--- config.mk ---
export PLATFORM = sky130hd
export DESIGN_NAME = spsd_top
export DESIGN_NICKNAME = d
export VERILOG_FILES = /design/src/design/spsd_pkg.sv /design/src/design/spsd_tb_if.sv /design/src/design/spsd_timebase.sv /design/src/design/spsd_top.sv
export SDC_FILE = /design/constraint.sdc
export NUM_CORES = 1
export LEC_CHECK = 0
export BUFFER_PORTS_ARGS = -buffer_cell sky130_fd_sc_hd__buf_2
export CORE_ASPECT_RATIO = 0.7
export CORE_MARGIN = 3
export CORE_UTILIZATION = 50
export CTS_CLUSTER_SIZE = 25
export DETAILED_ROUTE_END_ITERATION = 7
export PLACE_DENSITY_LB_ADDON = 0.05
export RECOVER_POWER = 100
export SKIP_LAST_GASP = 1
export SYNTH_ARGS = -nofsm -noshare
export SYNTH_HDL_FRONTEND = slang
export SYNTH_SLANG_ARGS = --single-unit
export TNS_END_PERCENT = 1
--- constraint.sdc ---
create_clock -name mclk -period 2.33 [get_ports mclk]
set_clock_uncertainty 0.15 [all_clocks]
set_input_delay 0.699 -clock mclk [delete_from_list [all_inputs] [get_ports mclk]]
set_output_delay 0.699 -clock mclk [all_outputs]
set_load 0.05 [all_outputs]
--- src/design/spsd_pkg.sv ---
// Constants, register map and types for the servo panel status display
package spsd_pkg;

    // ----------------------------------------------------------------
    // Timing
    // ----------------------------------------------------------------
    localparam int unsigned CLK_HZ = 50_000_000;
    localparam int unsigned HOLDOFF_MS = 2000;
    localparam int unsigned CHAR_MS = 500;
    localparam int unsigned HOLDOFF_CYC = (CLK_HZ / 1000) * HOLDOFF_MS;
    localparam int unsigned CHAR_CYC = (CLK_HZ / 1000) * CHAR_MS;

    // ----------------------------------------------------------------
    // Register offsets
    // ----------------------------------------------------------------
    localparam logic [7:0] OFS_CTRL = 8'h00;
    localparam logic [7:0] OFS_STATUS = 8'h04;
    localparam logic [7:0] OFS_ALARM_CODE = 8'h08;
    localparam logic [7:0] OFS_IRQ_STATUS = 8'h0c;
    localparam logic [7:0] OFS_IRQ_MASK = 8'h10;
    localparam logic [7:0] OFS_DISP_CHAR = 8'h14;

    // ----------------------------------------------------------------
    // Fields
    // ----------------------------------------------------------------
    localparam int CTRL_DISP_EN_BIT = 0;
    localparam int CTRL_SETUP_BIT = 1;
    localparam logic CTRL_DISP_EN_RESET = 1'b1;

    localparam int STAT_SEG_LSB = 0;
    localparam int STAT_FWD_BIT = 4;
    localparam int STAT_REV_BIT = 5;
    localparam int STAT_BKP_BIT = 6;
    localparam int STAT_HOLD_BIT = 7;
    localparam int STAT_ALARM_BIT = 8;

    localparam int IRQ_W = 5;
    localparam int IRQ_FWD = 0;
    localparam int IRQ_REV = 1;
    localparam int IRQ_ALARM = 2;
    localparam int IRQ_BKP = 3;
    localparam int IRQ_LINK = 4;
    localparam logic [4:0] IRQ_MASK_RESET = 5'h00;

    // ----------------------------------------------------------------
    // Display characters: values 0 to 15 are hex digits
    // ----------------------------------------------------------------
    typedef logic [4:0] spsd_char_t;
    localparam spsd_char_t CH_P = 5'h10;
    localparam spsd_char_t CH_N = 5'h11;
    localparam spsd_char_t CH_A = 5'h12;
    localparam spsd_char_t CH_DOT = 5'h13;
    localparam spsd_char_t CH_DASH = 5'h14;
    localparam spsd_char_t CH_BLANK = 5'h15;

    localparam int NUM_SLOTS = 4;
    localparam logic [1:0] SLOT_FWD = 2'h0;
    localparam logic [1:0] SLOT_REV = 2'h1;
    localparam logic [1:0] SLOT_CORE = 2'h2;
    localparam logic [1:0] SLOT_BKP = 2'h3;
    localparam logic [2:0] LEN_LIMIT = 3'h1;
    localparam logic [2:0] LEN_ALARM = 3'h5;
    localparam logic [11:0] BACKUP_CODE = 12'h810;

    typedef enum logic {
        ST_NORMAL = 1'b0,
        ST_CODE = 1'b1
    } spsd_state_t;

endpackage

--- src/design/spsd_tb_if.sv ---
// Timebase signals passed from the timebase to the display core
`timescale 1ns/1ps
interface spsd_tb_if;
    logic char_step;
    logic holdoff_done;
    modport src (output char_step, output holdoff_done);
    modport dst (input char_step, input holdoff_done);
endinterface

--- src/design/spsd_timebase.sv ---
// Character step divider and power-up alarm hold-off timer
`timescale 1ns/1ps
module spsd_timebase #(
    parameter int unsigned HOLD_CYC = spsd_pkg::HOLDOFF_CYC,
    parameter int unsigned CHAR_CYC = spsd_pkg::CHAR_CYC
) (
    input wire logic mclk,
    input wire logic sys_rst,
    spsd_tb_if.src tb
);
    import spsd_pkg::*;

    logic [31:0] char_cnt_reg;
    logic [31:0] hold_cnt_reg;

    // ----------------------------------------------------------------
    // Character interval
    // ----------------------------------------------------------------
    always_ff @(posedge mclk) begin
        if (sys_rst) begin
            char_cnt_reg <= 32'h0;
            tb.char_step <= 1'b0;
        end else if (char_cnt_reg >= 32'(CHAR_CYC - 1)) begin
            char_cnt_reg <= 32'h0;
            tb.char_step <= 1'b1;
        end else begin
            char_cnt_reg <= char_cnt_reg + 32'h1;
            tb.char_step <= 1'b0;
        end
    end

    // ----------------------------------------------------------------
    // Hold-off after power-up
    // ----------------------------------------------------------------
    always_ff @(posedge mclk) begin
        if (sys_rst) begin
            hold_cnt_reg <= 32'h0;
            tb.holdoff_done <= 1'b0;
        end else if (!tb.holdoff_done) begin
            hold_cnt_reg <= hold_cnt_reg + 32'h1;
            tb.holdoff_done <= (hold_cnt_reg >= 32'(HOLD_CYC - 1));
        end
    end

endmodule

--- src/design/spsd_top.sv ---
// Panel status bits, code display sequencer, alarm output and APB registers
//
// Design decisions made here: the register addresses and the APB interface to the registers.
`timescale 1ns/1ps
module spsd_top #(
    parameter int unsigned HOLD_CYC = spsd_pkg::HOLDOFF_CYC,
    parameter int unsigned CHAR_CYC = spsd_pkg::CHAR_CYC
) (
    input wire logic mclk,
    input wire logic sys_rst,
    input wire logic psel,
    input wire logic penable,
    input wire logic pwrite,
    input wire logic [7:0] paddr,
    input wire logic [31:0] pwdata,
    output logic [31:0] prdata,
    output logic pready,
    output logic pslverr,
    input wire logic motor_rotating,
    input wire logic servo_on,
    input wire logic cmd_receiving,
    input wire logic link_connected,
    input wire logic forward_limit_input,
    input wire logic reverse_limit_input,
    input wire logic fwd_soft_limit_over,
    input wire logic rev_soft_limit_over,
    input wire logic core_alarm,
    input wire logic [11:0] core_alarm_code,
    input wire logic abs_encoder_used,
    input wire logic abs_setup_valid,
    input wire logic battery_data_lost,
    output logic [3:0] status_seg,
    output spsd_pkg::spsd_char_t disp_char,
    output logic alarm_output,
    output logic irq
);
    import spsd_pkg::*;

    spsd_tb_if tb_if ();

    spsd_timebase #(
        .HOLD_CYC(HOLD_CYC),
        .CHAR_CYC(CHAR_CYC)
    ) u_timebase (
        .mclk(mclk),
        .sys_rst(sys_rst),
        .tb(tb_if.src)
    );

    // ----------------------------------------------------------------
    // Declarations
    // ----------------------------------------------------------------
    logic disp_en_reg;
    logic setup_pulse;
    logic fwd_prohibit_reg;
    logic rev_prohibit_reg;
    logic core_alarm_reg;
    logic [11:0] core_code_reg;
    logic backup_err_reg;
    logic first_cycle_reg;
    logic [IRQ_W-1:0] irq_status_reg;
    logic [IRQ_W-1:0] irq_mask_reg;
    logic [IRQ_W-1:0] irq_event;
    logic [IRQ_W-1:0] irq_clr;
    logic [IRQ_W-1:0] ev_level;
    logic [IRQ_W-1:0] ev_prev_reg;
    logic [3:0] code_act;
    spsd_state_t state_reg;
    logic [1:0] slot_reg;
    logic [2:0] idx_reg;
    logic apb_access;
    logic wr_take;
    logic [31:0] rd_data;
    logic rd_hit;

    // ----------------------------------------------------------------
    // Status segments
    // ----------------------------------------------------------------
    always_ff @(posedge mclk) begin
        if (sys_rst) begin
            status_seg <= 4'h0;
        end else begin
            status_seg[0] <= motor_rotating;
            status_seg[1] <= ~servo_on;
            status_seg[2] <= cmd_receiving;
            status_seg[3] <= link_connected;
        end
    end

    // ----------------------------------------------------------------
    // Code conditions
    // ----------------------------------------------------------------
    always_ff @(posedge mclk) begin
        if (sys_rst) begin
            fwd_prohibit_reg <= 1'b0;
            rev_prohibit_reg <= 1'b0;
            core_alarm_reg <= 1'b0;
            core_code_reg <= 12'h000;
        end else begin
            fwd_prohibit_reg <= ~forward_limit_input | fwd_soft_limit_over;
            rev_prohibit_reg <= ~reverse_limit_input | rev_soft_limit_over;
            core_alarm_reg <= core_alarm;
            core_code_reg <= core_alarm_code;
        end
    end

    // Backup error: set at first use or on lost battery data, cleared by setup
    always_ff @(posedge mclk) begin
        if (sys_rst) begin
            first_cycle_reg <= 1'b1;
            backup_err_reg <= 1'b0;
        end else begin
            first_cycle_reg <= 1'b0;
            if (first_cycle_reg && abs_encoder_used && !abs_setup_valid) begin
                backup_err_reg <= 1'b1;
            end else if (abs_encoder_used && battery_data_lost) begin
                backup_err_reg <= 1'b1;
            end else if (setup_pulse) begin
                backup_err_reg <= 1'b0;
            end
        end
    end

    // ----------------------------------------------------------------
    // Alarm output
    // ----------------------------------------------------------------
    // Stays low during hold-off so a host that samples early sees nothing
    always_ff @(posedge mclk) begin
        if (sys_rst) begin
            alarm_output <= 1'b0;
        end else begin
            alarm_output <= tb_if.holdoff_done & (core_alarm_reg | backup_err_reg);
        end
    end

    // ----------------------------------------------------------------
    // Code sequencer
    // ----------------------------------------------------------------
    assign code_act = {backup_err_reg, core_alarm_reg, rev_prohibit_reg, fwd_prohibit_reg};

    function automatic logic [2:0] slot_len(input logic [1:0] slot);
        return (slot == SLOT_FWD || slot == SLOT_REV) ? LEN_LIMIT : LEN_ALARM;
    endfunction

    // First active slot after cur, wrapping round; cur itself comes last
    function automatic logic [1:0] next_slot(input logic [1:0] cur, input logic [3:0] act);
        logic [1:0] res;
        logic found;
        logic [1:0] cand;
        res = cur;
        found = 1'b0;
        for (int k = 1; k <= NUM_SLOTS; k++) begin
            cand = 2'(int'(cur) + k);
            if (!found && act[cand]) begin
                res = cand;
                found = 1'b1;
            end
        end
        return res;
    endfunction

    function automatic spsd_char_t char_of(input logic [1:0] slot, input logic [2:0] idx,
                                           input logic [11:0] code);
        spsd_char_t ch;
        case (idx)
            3'h0: begin
                ch = CH_A;
            end
            3'h1: begin
                ch = CH_DOT;
            end
            3'h2: begin
                ch = {1'b0, code[11:8]};
            end
            3'h3: begin
                ch = {1'b0, code[7:4]};
            end
            default: begin
                ch = {1'b0, code[3:0]};
            end
        endcase
        if (slot == SLOT_FWD) begin
            ch = CH_P;
        end else if (slot == SLOT_REV) begin
            ch = CH_N;
        end
        return ch;
    endfunction

    always_ff @(posedge mclk) begin
        if (sys_rst) begin
            state_reg <= ST_NORMAL;
            slot_reg <= SLOT_FWD;
            idx_reg <= 3'h0;
        end else begin
            case (state_reg)
                ST_NORMAL: begin
                    if (|code_act) begin
                        state_reg <= ST_CODE;
                        slot_reg <= next_slot(SLOT_BKP, code_act);
                        idx_reg <= 3'h0;
                    end
                end
                ST_CODE: begin
                    if (!(|code_act)) begin
                        state_reg <= ST_NORMAL;
                        idx_reg <= 3'h0;
                    end else if (tb_if.char_step) begin
                        if (idx_reg == slot_len(slot_reg) - 3'h1 || !code_act[slot_reg]) begin
                            slot_reg <= next_slot(slot_reg, code_act);
                            idx_reg <= 3'h0;
                        end else begin
                            idx_reg <= 3'(idx_reg + 3'h1);
                        end
                    end
                end
                default: begin
                    state_reg <= ST_NORMAL;
                end
            endcase
        end
    end

    always_ff @(posedge mclk) begin
        if (sys_rst) begin
            disp_char <= CH_BLANK;
        end else if (!disp_en_reg) begin
            disp_char <= CH_BLANK;
        end else if (state_reg == ST_NORMAL) begin
            disp_char <= CH_DASH;
        end else if (slot_reg == SLOT_BKP) begin
            disp_char <= char_of(slot_reg, idx_reg, BACKUP_CODE);
        end else begin
            disp_char <= char_of(slot_reg, idx_reg, core_code_reg);
        end
    end

    // ----------------------------------------------------------------
    // Interrupts
    // ----------------------------------------------------------------
    assign ev_level[IRQ_FWD] = fwd_prohibit_reg;
    assign ev_level[IRQ_REV] = rev_prohibit_reg;
    assign ev_level[IRQ_ALARM] = alarm_output;
    assign ev_level[IRQ_BKP] = backup_err_reg;
    assign ev_level[IRQ_LINK] = link_connected;

    always_ff @(posedge mclk) begin
        if (sys_rst) begin
            ev_prev_reg <= '0;
        end else begin
            ev_prev_reg <= ev_level;
        end
    end

    assign irq_clr = (wr_take && paddr == OFS_IRQ_STATUS) ? pwdata[IRQ_W-1:0] : '0;

    // Rising edge sets the sticky bit; a set wins over a clear in the same cycle
    for (genvar i = 0; i < IRQ_W; i++) begin : g_irq
        assign irq_event[i] = ev_level[i] & ~ev_prev_reg[i];
        always_ff @(posedge mclk) begin
            if (sys_rst) begin
                irq_status_reg[i] <= 1'b0;
            end else begin
                irq_status_reg[i] <= irq_event[i] | (irq_status_reg[i] & ~irq_clr[i]);
            end
        end
    end

    always_ff @(posedge mclk) begin
        if (sys_rst) begin
            irq <= 1'b0;
        end else begin
            irq <= |(irq_status_reg & irq_mask_reg);
        end
    end

    // ----------------------------------------------------------------
    // APB slave
    // ----------------------------------------------------------------
    assign apb_access = psel & penable;
    assign wr_take = apb_access & pready & pwrite;
    assign setup_pulse = wr_take && paddr == OFS_CTRL && pwdata[CTRL_SETUP_BIT];

    always_comb begin
        rd_data = 32'h0;
        rd_hit = 1'b1;
        case (paddr)
            OFS_CTRL: begin
                rd_data[CTRL_DISP_EN_BIT] = disp_en_reg;
            end
            OFS_STATUS: begin
                rd_data[STAT_SEG_LSB +: 4] = status_seg;
                rd_data[STAT_FWD_BIT] = fwd_prohibit_reg;
                rd_data[STAT_REV_BIT] = rev_prohibit_reg;
                rd_data[STAT_BKP_BIT] = backup_err_reg;
                rd_data[STAT_HOLD_BIT] = tb_if.holdoff_done;
                rd_data[STAT_ALARM_BIT] = alarm_output;
            end
            OFS_ALARM_CODE: begin
                rd_data[11:0] = core_code_reg;
            end
            OFS_IRQ_STATUS: begin
                rd_data[IRQ_W-1:0] = irq_status_reg;
            end
            OFS_IRQ_MASK: begin
                rd_data[IRQ_W-1:0] = irq_mask_reg;
            end
            OFS_DISP_CHAR: begin
                rd_data[4:0] = disp_char;
            end
            default: begin
                rd_hit = 1'b0;
            end
        endcase
    end

    // One wait state: pready rises in the second access cycle
    always_ff @(posedge mclk) begin
        if (sys_rst) begin
            pready <= 1'b0;
            prdata <= 32'h0;
            pslverr <= 1'b0;
        end else begin
            pready <= apb_access & ~pready;
            if (apb_access && !pready) begin
                prdata <= pwrite ? 32'h0 : rd_data;
                pslverr <= ~rd_hit;
            end else begin
                pslverr <= 1'b0;
            end
        end
    end

    always_ff @(posedge mclk) begin
        if (sys_rst) begin
            disp_en_reg <= CTRL_DISP_EN_RESET;
            irq_mask_reg <= IRQ_MASK_RESET;
        end else if (wr_take) begin
            if (paddr == OFS_CTRL) begin
                disp_en_reg <= pwdata[CTRL_DISP_EN_BIT];
            end
            if (paddr == OFS_IRQ_MASK) begin
                irq_mask_reg <= pwdata[IRQ_W-1:0];
            end
        end
    end

endmodule

After elaboration in Yosys (flattened, before gate mapping)
Cells that the tools add are included.

word-level totals
  word-level logic and storage cells = 223
  input bits = 69
  output and inout bits = 45
  bits in registers = 150

cells by class
  $add $sub $neg = 8
  eq/ne operators = 17
  order comparisons = 7
  bitwise gates (word level) = 42
  mux-type cells = 81
  reductions and logical operators = 39

operators with widths
  operator               number
  $add 32x1->32 const B  2
  $mux 1                 44
  $pmux 5 s4             2
  $ge 32x25->1 const B   1
  $ge 32x27->1 const B   1
  $mux 5                 6
  $mux 2                 12
  $pmux 4 s5             1
  $mux 3                 6
  $not 1->1              18
  $eq 8x4->1 const B     2
  $eq 8x5->1 const B     2
  $and 1x1->1            15
  $lt 2x3->1 const B     5
  $logic_and 1x1->1      13
  $mux 12                1
  $bmux 1 s2             5
  $logic_not 1->1        9
  $eq 8x3->1 const B     1
  $logic_not 8->1        1
  $or 1x1->1             8
  $pmux 4 s2             1
  $eq 3x2->1 const B     2
  $ne 2x1->1 const B     3
  26 further kinds       33

Logic depth before layout (Yosys ltp)
Gate-level depths: netlist of the first run.

  word-level depth = 34
  mapped depth = 8
  mapped depth without buffers = 7

Cells and area by module
A second synthesis of the first run with hierarchy kept.

second synthesis, totals
  cell total of the unflattened synthesis = 694
  area total of the unflattened synthesis = 6,063.3 um2

by module, submodules not included
  module         area each (um2)  times used  seq. area each (um2)  cells each
  spsd_timebase  3,041.7          1           1,321.3               348
  spsd_top       3,021.6          1           1,261.2               346

Worst setup path before layout of the first run
Ideal clock, no wire load.

  path kind = input-to-reg
  start = in paddr[1]
  end = reg prdata[5]
  setup slack = 0.021 ns
  stages on the path = 5
  arrival = 2.089 ns
  buffers on the path = 0
  setup time = 0.070 ns
  data required time = 2.110 ns
  path through = or3_1 nor3_2 nor4b_1 a22oi_1 a21oi_1

on the way
  cells in the longest elaborated chain, start to end = 3
  elaborated cells on any way between the ends = 4
  classes of those cells = 2 x eq/ne; 2 x mux

RTL lines
  element                                          line             text
  start, declared                                  spsd_top.sv:14   input wire logic [7:0] paddr,
  $eq 8x4->1 / $eq 8x3->1 (equally long branches)  spsd_top.sv:287  case (paddr)
  $pmux 4 s2 (*)                                   spsd_top.sv:287
  $mux 12 (*)                                      spsd_top.sv:326  prdata <= pwrite ? 32'h0 : rd_data;
  end signal, assigned                             spsd_top.sv:326
  end, declared                                    spsd_top.sv:16   output logic [31:0] prdata,

Every way passes the cells marked *; elsewhere a longest branch is shown, timed or not.
A chain may end at the register's enable or synchronous reset.

Worst setup path after layout of the first run
  start = reg u_timebase.hold_cnt_reg[8]
  end = reg u_timebase.hold_cnt_reg[31]

on the way
  cells in the longest elaborated chain, start to end = 1

RTL lines
  element                 line                 text
  start, declared         spsd_timebase.sv:14  logic [31:0] hold_cnt_reg;
  start signal, assigned  spsd_timebase.sv:40  hold_cnt_reg <= hold_cnt_reg + 32'h1;
  $add 32x1->32           spsd_timebase.sv:40

Every way passes these cells.

==> impl_metrics.csv, run 1 <==
group,metric,value,unit
status,status,"completed",
grt,antenna_found_initial,0,
floorplanning,core,0.0113,mm²
floorplanning,die_w,136,µm
layout,fin_nets,848,
synth,synthTopCellsByCount,"dfxtp_1 (129), nor2_1 (90), nand2_1 (50), a21oi_1 (34), nand3_1 (34)",
drt,postRouteAntennaNets,0,
clock_network,cts_made_buffers,17,
grt,grt_start_max_net_pins,38,
power_and_ir_drop,p_switching,1260,µW
synth,synth_top_area_share,0.436,
drt,avgViaCountPerCell,5.27,
synth,yosys.cell_count.top_type,"dfxtp_1",
floorplanning,dieArea,0.0132,mm²
worst_setup_path,start_kind,"register",
grt,grt_pass1_wl,22500,µm
drt,wl,13300,µm
clock_network,clock_latency,410,ps
layout,drive_gt1_frac,0.131,
grt,grt_usage,0.209,
synth,ys_seq_area_frac,0.436,
clock_network,path_clk_slew,60,ps
placement,dp.cells,903,
sta,slew_headroom,0.0194,
layout,seq_area,0.00258,mm²
sta,fin_ws,43.3,ps
layout,multi_input_area,0.00303,mm²
synth,syn_inst,683,
drt,first_iter_violations,277,
synth,syn_area,0.00592,mm²
placement,port-buffer-count,66,
worst_setup_path,worstPathArrival,2440,ps
sta,fin_crit_sh,0.981,
drt,wl_per_cell,14.2,µm
synth,ys_seq_elements,129,
worst_setup_path,cp_slowest_stage_delay,700,ps
floorplanning,start_util,0.524,
placement,gp_congestion,0.880,
synth,synth.avg_cell_area,8.66,µm²
clock_network,htreeDepth,4,
synth,yosysWarnings,0,
worst_setup_path,required,2480,ps
sta,tightest_slew,1470,ps
floorplanning,die_height,97.0,µm
drt,post-route-drc-count,0,
hold_path,min_path_type,"input port to register",
sta,fmax,0.437,GHz
worst_setup_path,crit_path_top_delay_cell,"or4_1",
grt,grt_overflow,0,
floorplanning,num_rows,32,
placement,dp_hpwl,9650,µm
layout,fillCellCount,1019,
layout,stdcell_count,934,
layout,areaGrowthSynthToFinish,18.1,%
floorplanning,io_pins,114,
worst_setup_path,crit_path_cell_trace,"and4_1 > nand3_1 > or4_1 > nor3_1 > mux2_2",
sta,drv_slew,0,
clock_network,clockRootBuffer,"clkbuf_16",
sta,period_minus_slack,2290,ps
clock_network,cts_tree,"done",
power_and_ir_drop,p_sw_frac,0.229,
sta,finalHoldViolCount,0,
placement,place_area,0.00645,mm²
synth,synthFlopType,"dfxtp_1",
power_and_ir_drop,power.density,785,mW/mm²
power_and_ir_drop,ir_drop,0.596,mV
layout,antenna_cells,0,
drt,dr.pass1.iters,5,
worst_setup_path,cp_max_fo,8,
layout,fin_util,0.619,
sta,rsz0062_at_grt,"true",
sta,setup_viol,0,
power_and_ir_drop,pwr-share-clk,0.505,
power_and_ir_drop,power_frac_comb,0.073,
power_and_ir_drop,pwr-share-seq,0.421,
synth,post_synth_num_cell_types,58,
synth,async_reset_ff_frac,0,
synth,synth_edf_count,0,
worst_setup_path,cp-end-kind,"register",
power_and_ir_drop,p_int,4230,µW
clock_network,cts_max_path_buffers,2,
power_and_ir_drop,p_leak,0.00260,µW
drt,vias,4920,
layout,fin_area,0.00699,mm²
placement,pre_cts_ws,-8.05,ps
synth,yosysTopAreaCell,"dfxtp_1",
job,cap_violations,0,
clock_network,cts.sink_count,129,
synth,synthTopCellsByArea,"dfxtp_1 (44%), nor2_1 (5.7%), xnor2_1 (4.3%)",
worst_setup_path,path_class,"register to register",
grt,grt_pass1_vias,4674,
power_and_ir_drop,power,5490,µW
-- worst paths after layout --
path / from / endpoint / slack (ps) / cells past startpoint
worst max-delay path: u_timebase.hold_cnt_reg[8] / u_timebase.hold_cnt_reg[31] / 40 / 5
worst min-delay path: servo_on / status_seg[1] / 280 / 2
worst max register to register: u_timebase.hold_cnt_reg[8] / u_timebase.hold_cnt_reg[31] / 40 / 5
worst min register to register: prdata[4] / prdata[4] / 310 / 2
-- power groups by stage --
stage / sequential (µW) / clock [µW] / combinational [µW]
after floorplan: 2360 / 0 / 307
after global placement: 2360 / 0 / 399
after detailed placement: 2360 / 0 / 405
after CTS: 2310 / 2810 / 407
after global routing: 2320 / 2920 / 442
final: 2310 / 2770 / 402
-- worst max-delay path, delay by kind of cell (launching register included) --
| kind | cells | cell delay [ps] |
|---|---|---|
| muxes | 1 | 350 |
| and+or+nand+nor | 4 | 1280 |
| DFF | 1 | 400 |
-- logic make-up (layout without fill, tap and decap cells) --
kind of cell	after synthesis	in the layout	synth area share
buffers and inverters	76	148	0.0653
muxes	19	19	0.0393
adders and majority gates	10	10	0.0211
AOI/OAI and AO/OA	110	110	0.117
and+or+nand+nor	296	296	0.258
xor gates and xnor gates	42	42	0.0622
DFF	129	129	0.436
other	1	27	0.000634
-- timing repair --
| item | 4_1_cts | 5_1_grt |
|---|---|---|
| hold buffers | 0 | 0 |
| resized for setup | 0 | 1 |
| endpoints found under the setup margin | 0 | 4 |
| setup buffers | 0 | 0 |
-- routing by layer --
| layer | up-vias | global-route usage | share of wire |
|---|---|---|---|
| li1 | 2499 | - | - |
| met1 | 2276 | 0.307 | 0.51 |
| met2 | 133 | 0.295 | 0.41 |
| met5 | - | 0 | 0 |
| met4 | 0 | 0.0542 | 0.010 |
| met3 | 12 | 0.0650 | 0.062 |
-- through the flow --
stage / setup TNS [ps] / hold slack [ps]
after floorplan: 0 / 266
after global placement: -12.8 / 296
after detailed placement: -8.60 / 300
after CTS: 0 / 270
after global routing: -86.9 / 268
final: 0 / 283
-- cell usage in the layout, fill, tap and decap left out, types with 5 or more instances in the layout --
| master | count |
|---|---|
| a21o_1 | 5 |
| a21oi_1 | 34 |
| a22oi_1 | 14 |
| a31oi_1 | 6 |
| and3_1 | 6 |
| and4_1 | 6 |
| buf_2 | 39 |
| buf_4 | 20 |
| clkbuf_1 | 36 |
| clkbuf_16 | 17 |
| conb_1 | 27 |
| dfxtp_1 | 129 |
| ha_1 | 10 |
| inv_1 | 22 |
| mux2i_1 | 12 |
| nand2_1 | 50 |
| nand2b_1 | 7 |
| nand3_1 | 34 |
| nand4_1 | 7 |
| nor2_1 | 90 |
| nor2b_1 | 31 |
| nor3_1 | 17 |
| nor4_1 | 12 |
| o21ai_0 | 24 |
| o2bb2ai_1 | 5 |
| or3_1 | 14 |
| or4_1 | 6 |
| xnor2_1 | 29 |
| xor2_1 | 13 |
-- final cells by class --
type | instances | area share
inverters | 22 | 0.0118
clock buffers | 21 | 0.0659
well taps | 153 | 0.0274
multi-input cells | 504 | 0.433
clock inverters | 10 | 0.0227
flip-flops and latches | 129 | 0.369
repair buffers | 95 | 0.0694
No activity file was read; power rests on OpenSTA's default activity.
==> run 2, diff against run 1 <==
Settings changed: REMOVE_ABC_BUFFERS set to 1.
==> impl_metrics.csv, run 2 (synthesis results as in run 1) <==
group,metric,value,unit
clock_network,clockRootBuffer,"clkbuf_16",
hold_path,min_to,"status_seg[1]",
job,cap_violations,0,
grt,grt_pass1_vias,4591,
sta,period_minus_slack,2280,ps
drt,wl_per_cell,14.4,µm
drt,wl,13500,µm
placement,dp_hpwl,9810,µm
hold_path,min_from,"servo_on",
worst_setup_path,r2r_slack,110,ps
sta,finalHoldViolCount,0,
layout,fin_util,0.615,
worst_setup_path,regToRegStartpoint,"u_timebase.hold_cnt_reg[8]",
floorplanning,num_rows,32,
drt,postRouteAntennaNets,0,
grt,antenna_found_initial,0,
clock_network,path_clk_slew,50,ps
clock_network,hold_buffers,0,
worst_setup_path,worstPathArrival,2440,ps
clock_network,clock_latency,400,ps
sta,tightest_slew,763,ps
layout,drive_gt1_frac,0.131,
placement,gp_congestion,0.853,
placement,port-buffer-count,66,
sta,drv_slew,0,
layout,seq_area,0.00258,mm²
floorplanning,die_height,97.0,µm
drt,post-route-drc-count,0,
clock_network,cts_tree,"done",
floorplanning,start_util,0.524,
power_and_ir_drop,ir_drop,0.613,mV
drt,dr.pass1.iters,5,
clock_network,cts_made_buffers,17,
grt,grt_start_max_net_pins,40,
grt,grt_overflow,0,
worst_setup_path,r2r.worst_path.cells,6,
layout,fin_nets,847,
drt,first_iter_violations,403,
placement,place_area,0.00644,mm²
hold_path,min_path_type,"input port to register",
layout,areaGrowthSynthToFinish,17.3,%
clock_network,htreeDepth,4,
worst_setup_path,crit_path_top_delay_cell,"nor4b_1",
layout,fillCellCount,977,
worst_setup_path,required,2490,ps
floorplanning,core,0.0113,mm²
worst_setup_path,cp_slowest_stage_delay,510,ps
sta,fmax,0.439,GHz
layout,multi_input_area,0.00306,mm²
sta,slew_headroom,0.491,
power_and_ir_drop,power.density,750,mW/mm²
worst_setup_path,rr_endpoint,"u_timebase.hold_cnt_reg[26]",
worst_setup_path,cp_max_fo,4,
worst_setup_path,start_kind,"input port",
clock_network,cts_max_path_buffers,2,
drt,vias,5003,
drt,avgViaCountPerCell,5.36,
floorplanning,die_w,136,µm
status,status,"completed",
worst_setup_path,crit_path_cell_trace,"buf_2 > or3_1 > nor3_1 > nor4b_1 > clkbuf_1 > a22oi_1 > a21oi_1",
hold_path,hold_path_depth,2,
sta,setup_viol,0,
layout,stdcell_count,933,
layout,mostFrequentLayoutCell,"dfxtp_1",
placement,dp.cells,902,
grt,grt_usage,0.208,
sta,setup_tns,0,ps
floorplanning,dieArea,0.0132,mm²
worst_setup_path,cp-end-kind,"register",
power_and_ir_drop,p_leak,0.00259,µW
sta,rsz0062_at_grt,"true",
clock_network,cts.sink_count,129,
sta,fin_crit_sh,0.978,
layout,fin_area,0.00694,mm²
floorplanning,io_pins,114,
worst_setup_path,path_class,"input port to register",
layout,final_cell_mix,"dfxtp_1 (129), nor2_1 (90), nand2_1 (50)",
grt,grt_pass1_wl,22300,µm
layout,antenna_cells,0,
run 2: cell count changes in the layout (fill, tap and decap cells not counted), sizes merged:
cell      previous run  this run
buf                 59        57
clkinvlp             2         0
clkinv               4         5
clkbuf              57        61
bufinv               4         2
run 2: cell type report:
type / count / area share
Clock buffer: 24 / 0.0665
Inverter: 22 / 0.0119
Clock inverter: 7 / 0.0123
Tap cell: 153 / 0.0276
Timing Repair Buffer: 94 / 0.0689
Multi-Input combinational cell: 504 / 0.441
Sequential cell: 129 / 0.372
run 2: critical path: cells and delay by family:
family | cells | cell delay (ps)
simple gates | 3 | 1100
buf+inv | 2 | 350
compound gates | 2 | 280
run 2: stage by stage:
stage                     setup slack [ps]  power, µW  hold slack (ps)
after CTS                             89.4       5250              274
after global placement                -133       2760              294
after floorplan                      -52.7       2610              266
after global routing                 -13.5       5400              289
final                                 50.4       5200              290
after detailed placement              -154       2770              299
run 2: what timing repair did:
action,CTS,global route
setup endpoints to repair,0,3
gates resized for setup,0,3
setup buffers,0,0
run 2: report_power, final:
group,internal (µW),switching [µW]
registers,2260,52.2
clock network,1590,888
logic,141,272
total,3990,1210
run 2: layer usage:
layer,up-vias,global-route usage,routed length [µm]
met3,11,0.0437,796
met5,-,0,0
li1,2496,-,-
met1,2349,0.313,6910
met4,0,0.0682,140
met2,147,0.296,5620
run 2: worst max path at each step:
stage	slack (ps)	endpoint	from
floorplan	-50	prdata[5]	psel
global placement	-130	prdata[6]	paddr[1]
detailed placement	-150	prdata[5]	paddr[1]
CTS	90	u_timebase.hold_cnt_reg[26]	u_timebase.hold_cnt_reg[8]
global route	-10	u_timebase.hold_cnt_reg[26]	u_timebase.hold_cnt_reg[8]
finish	50	prdata[5]	paddr[1]
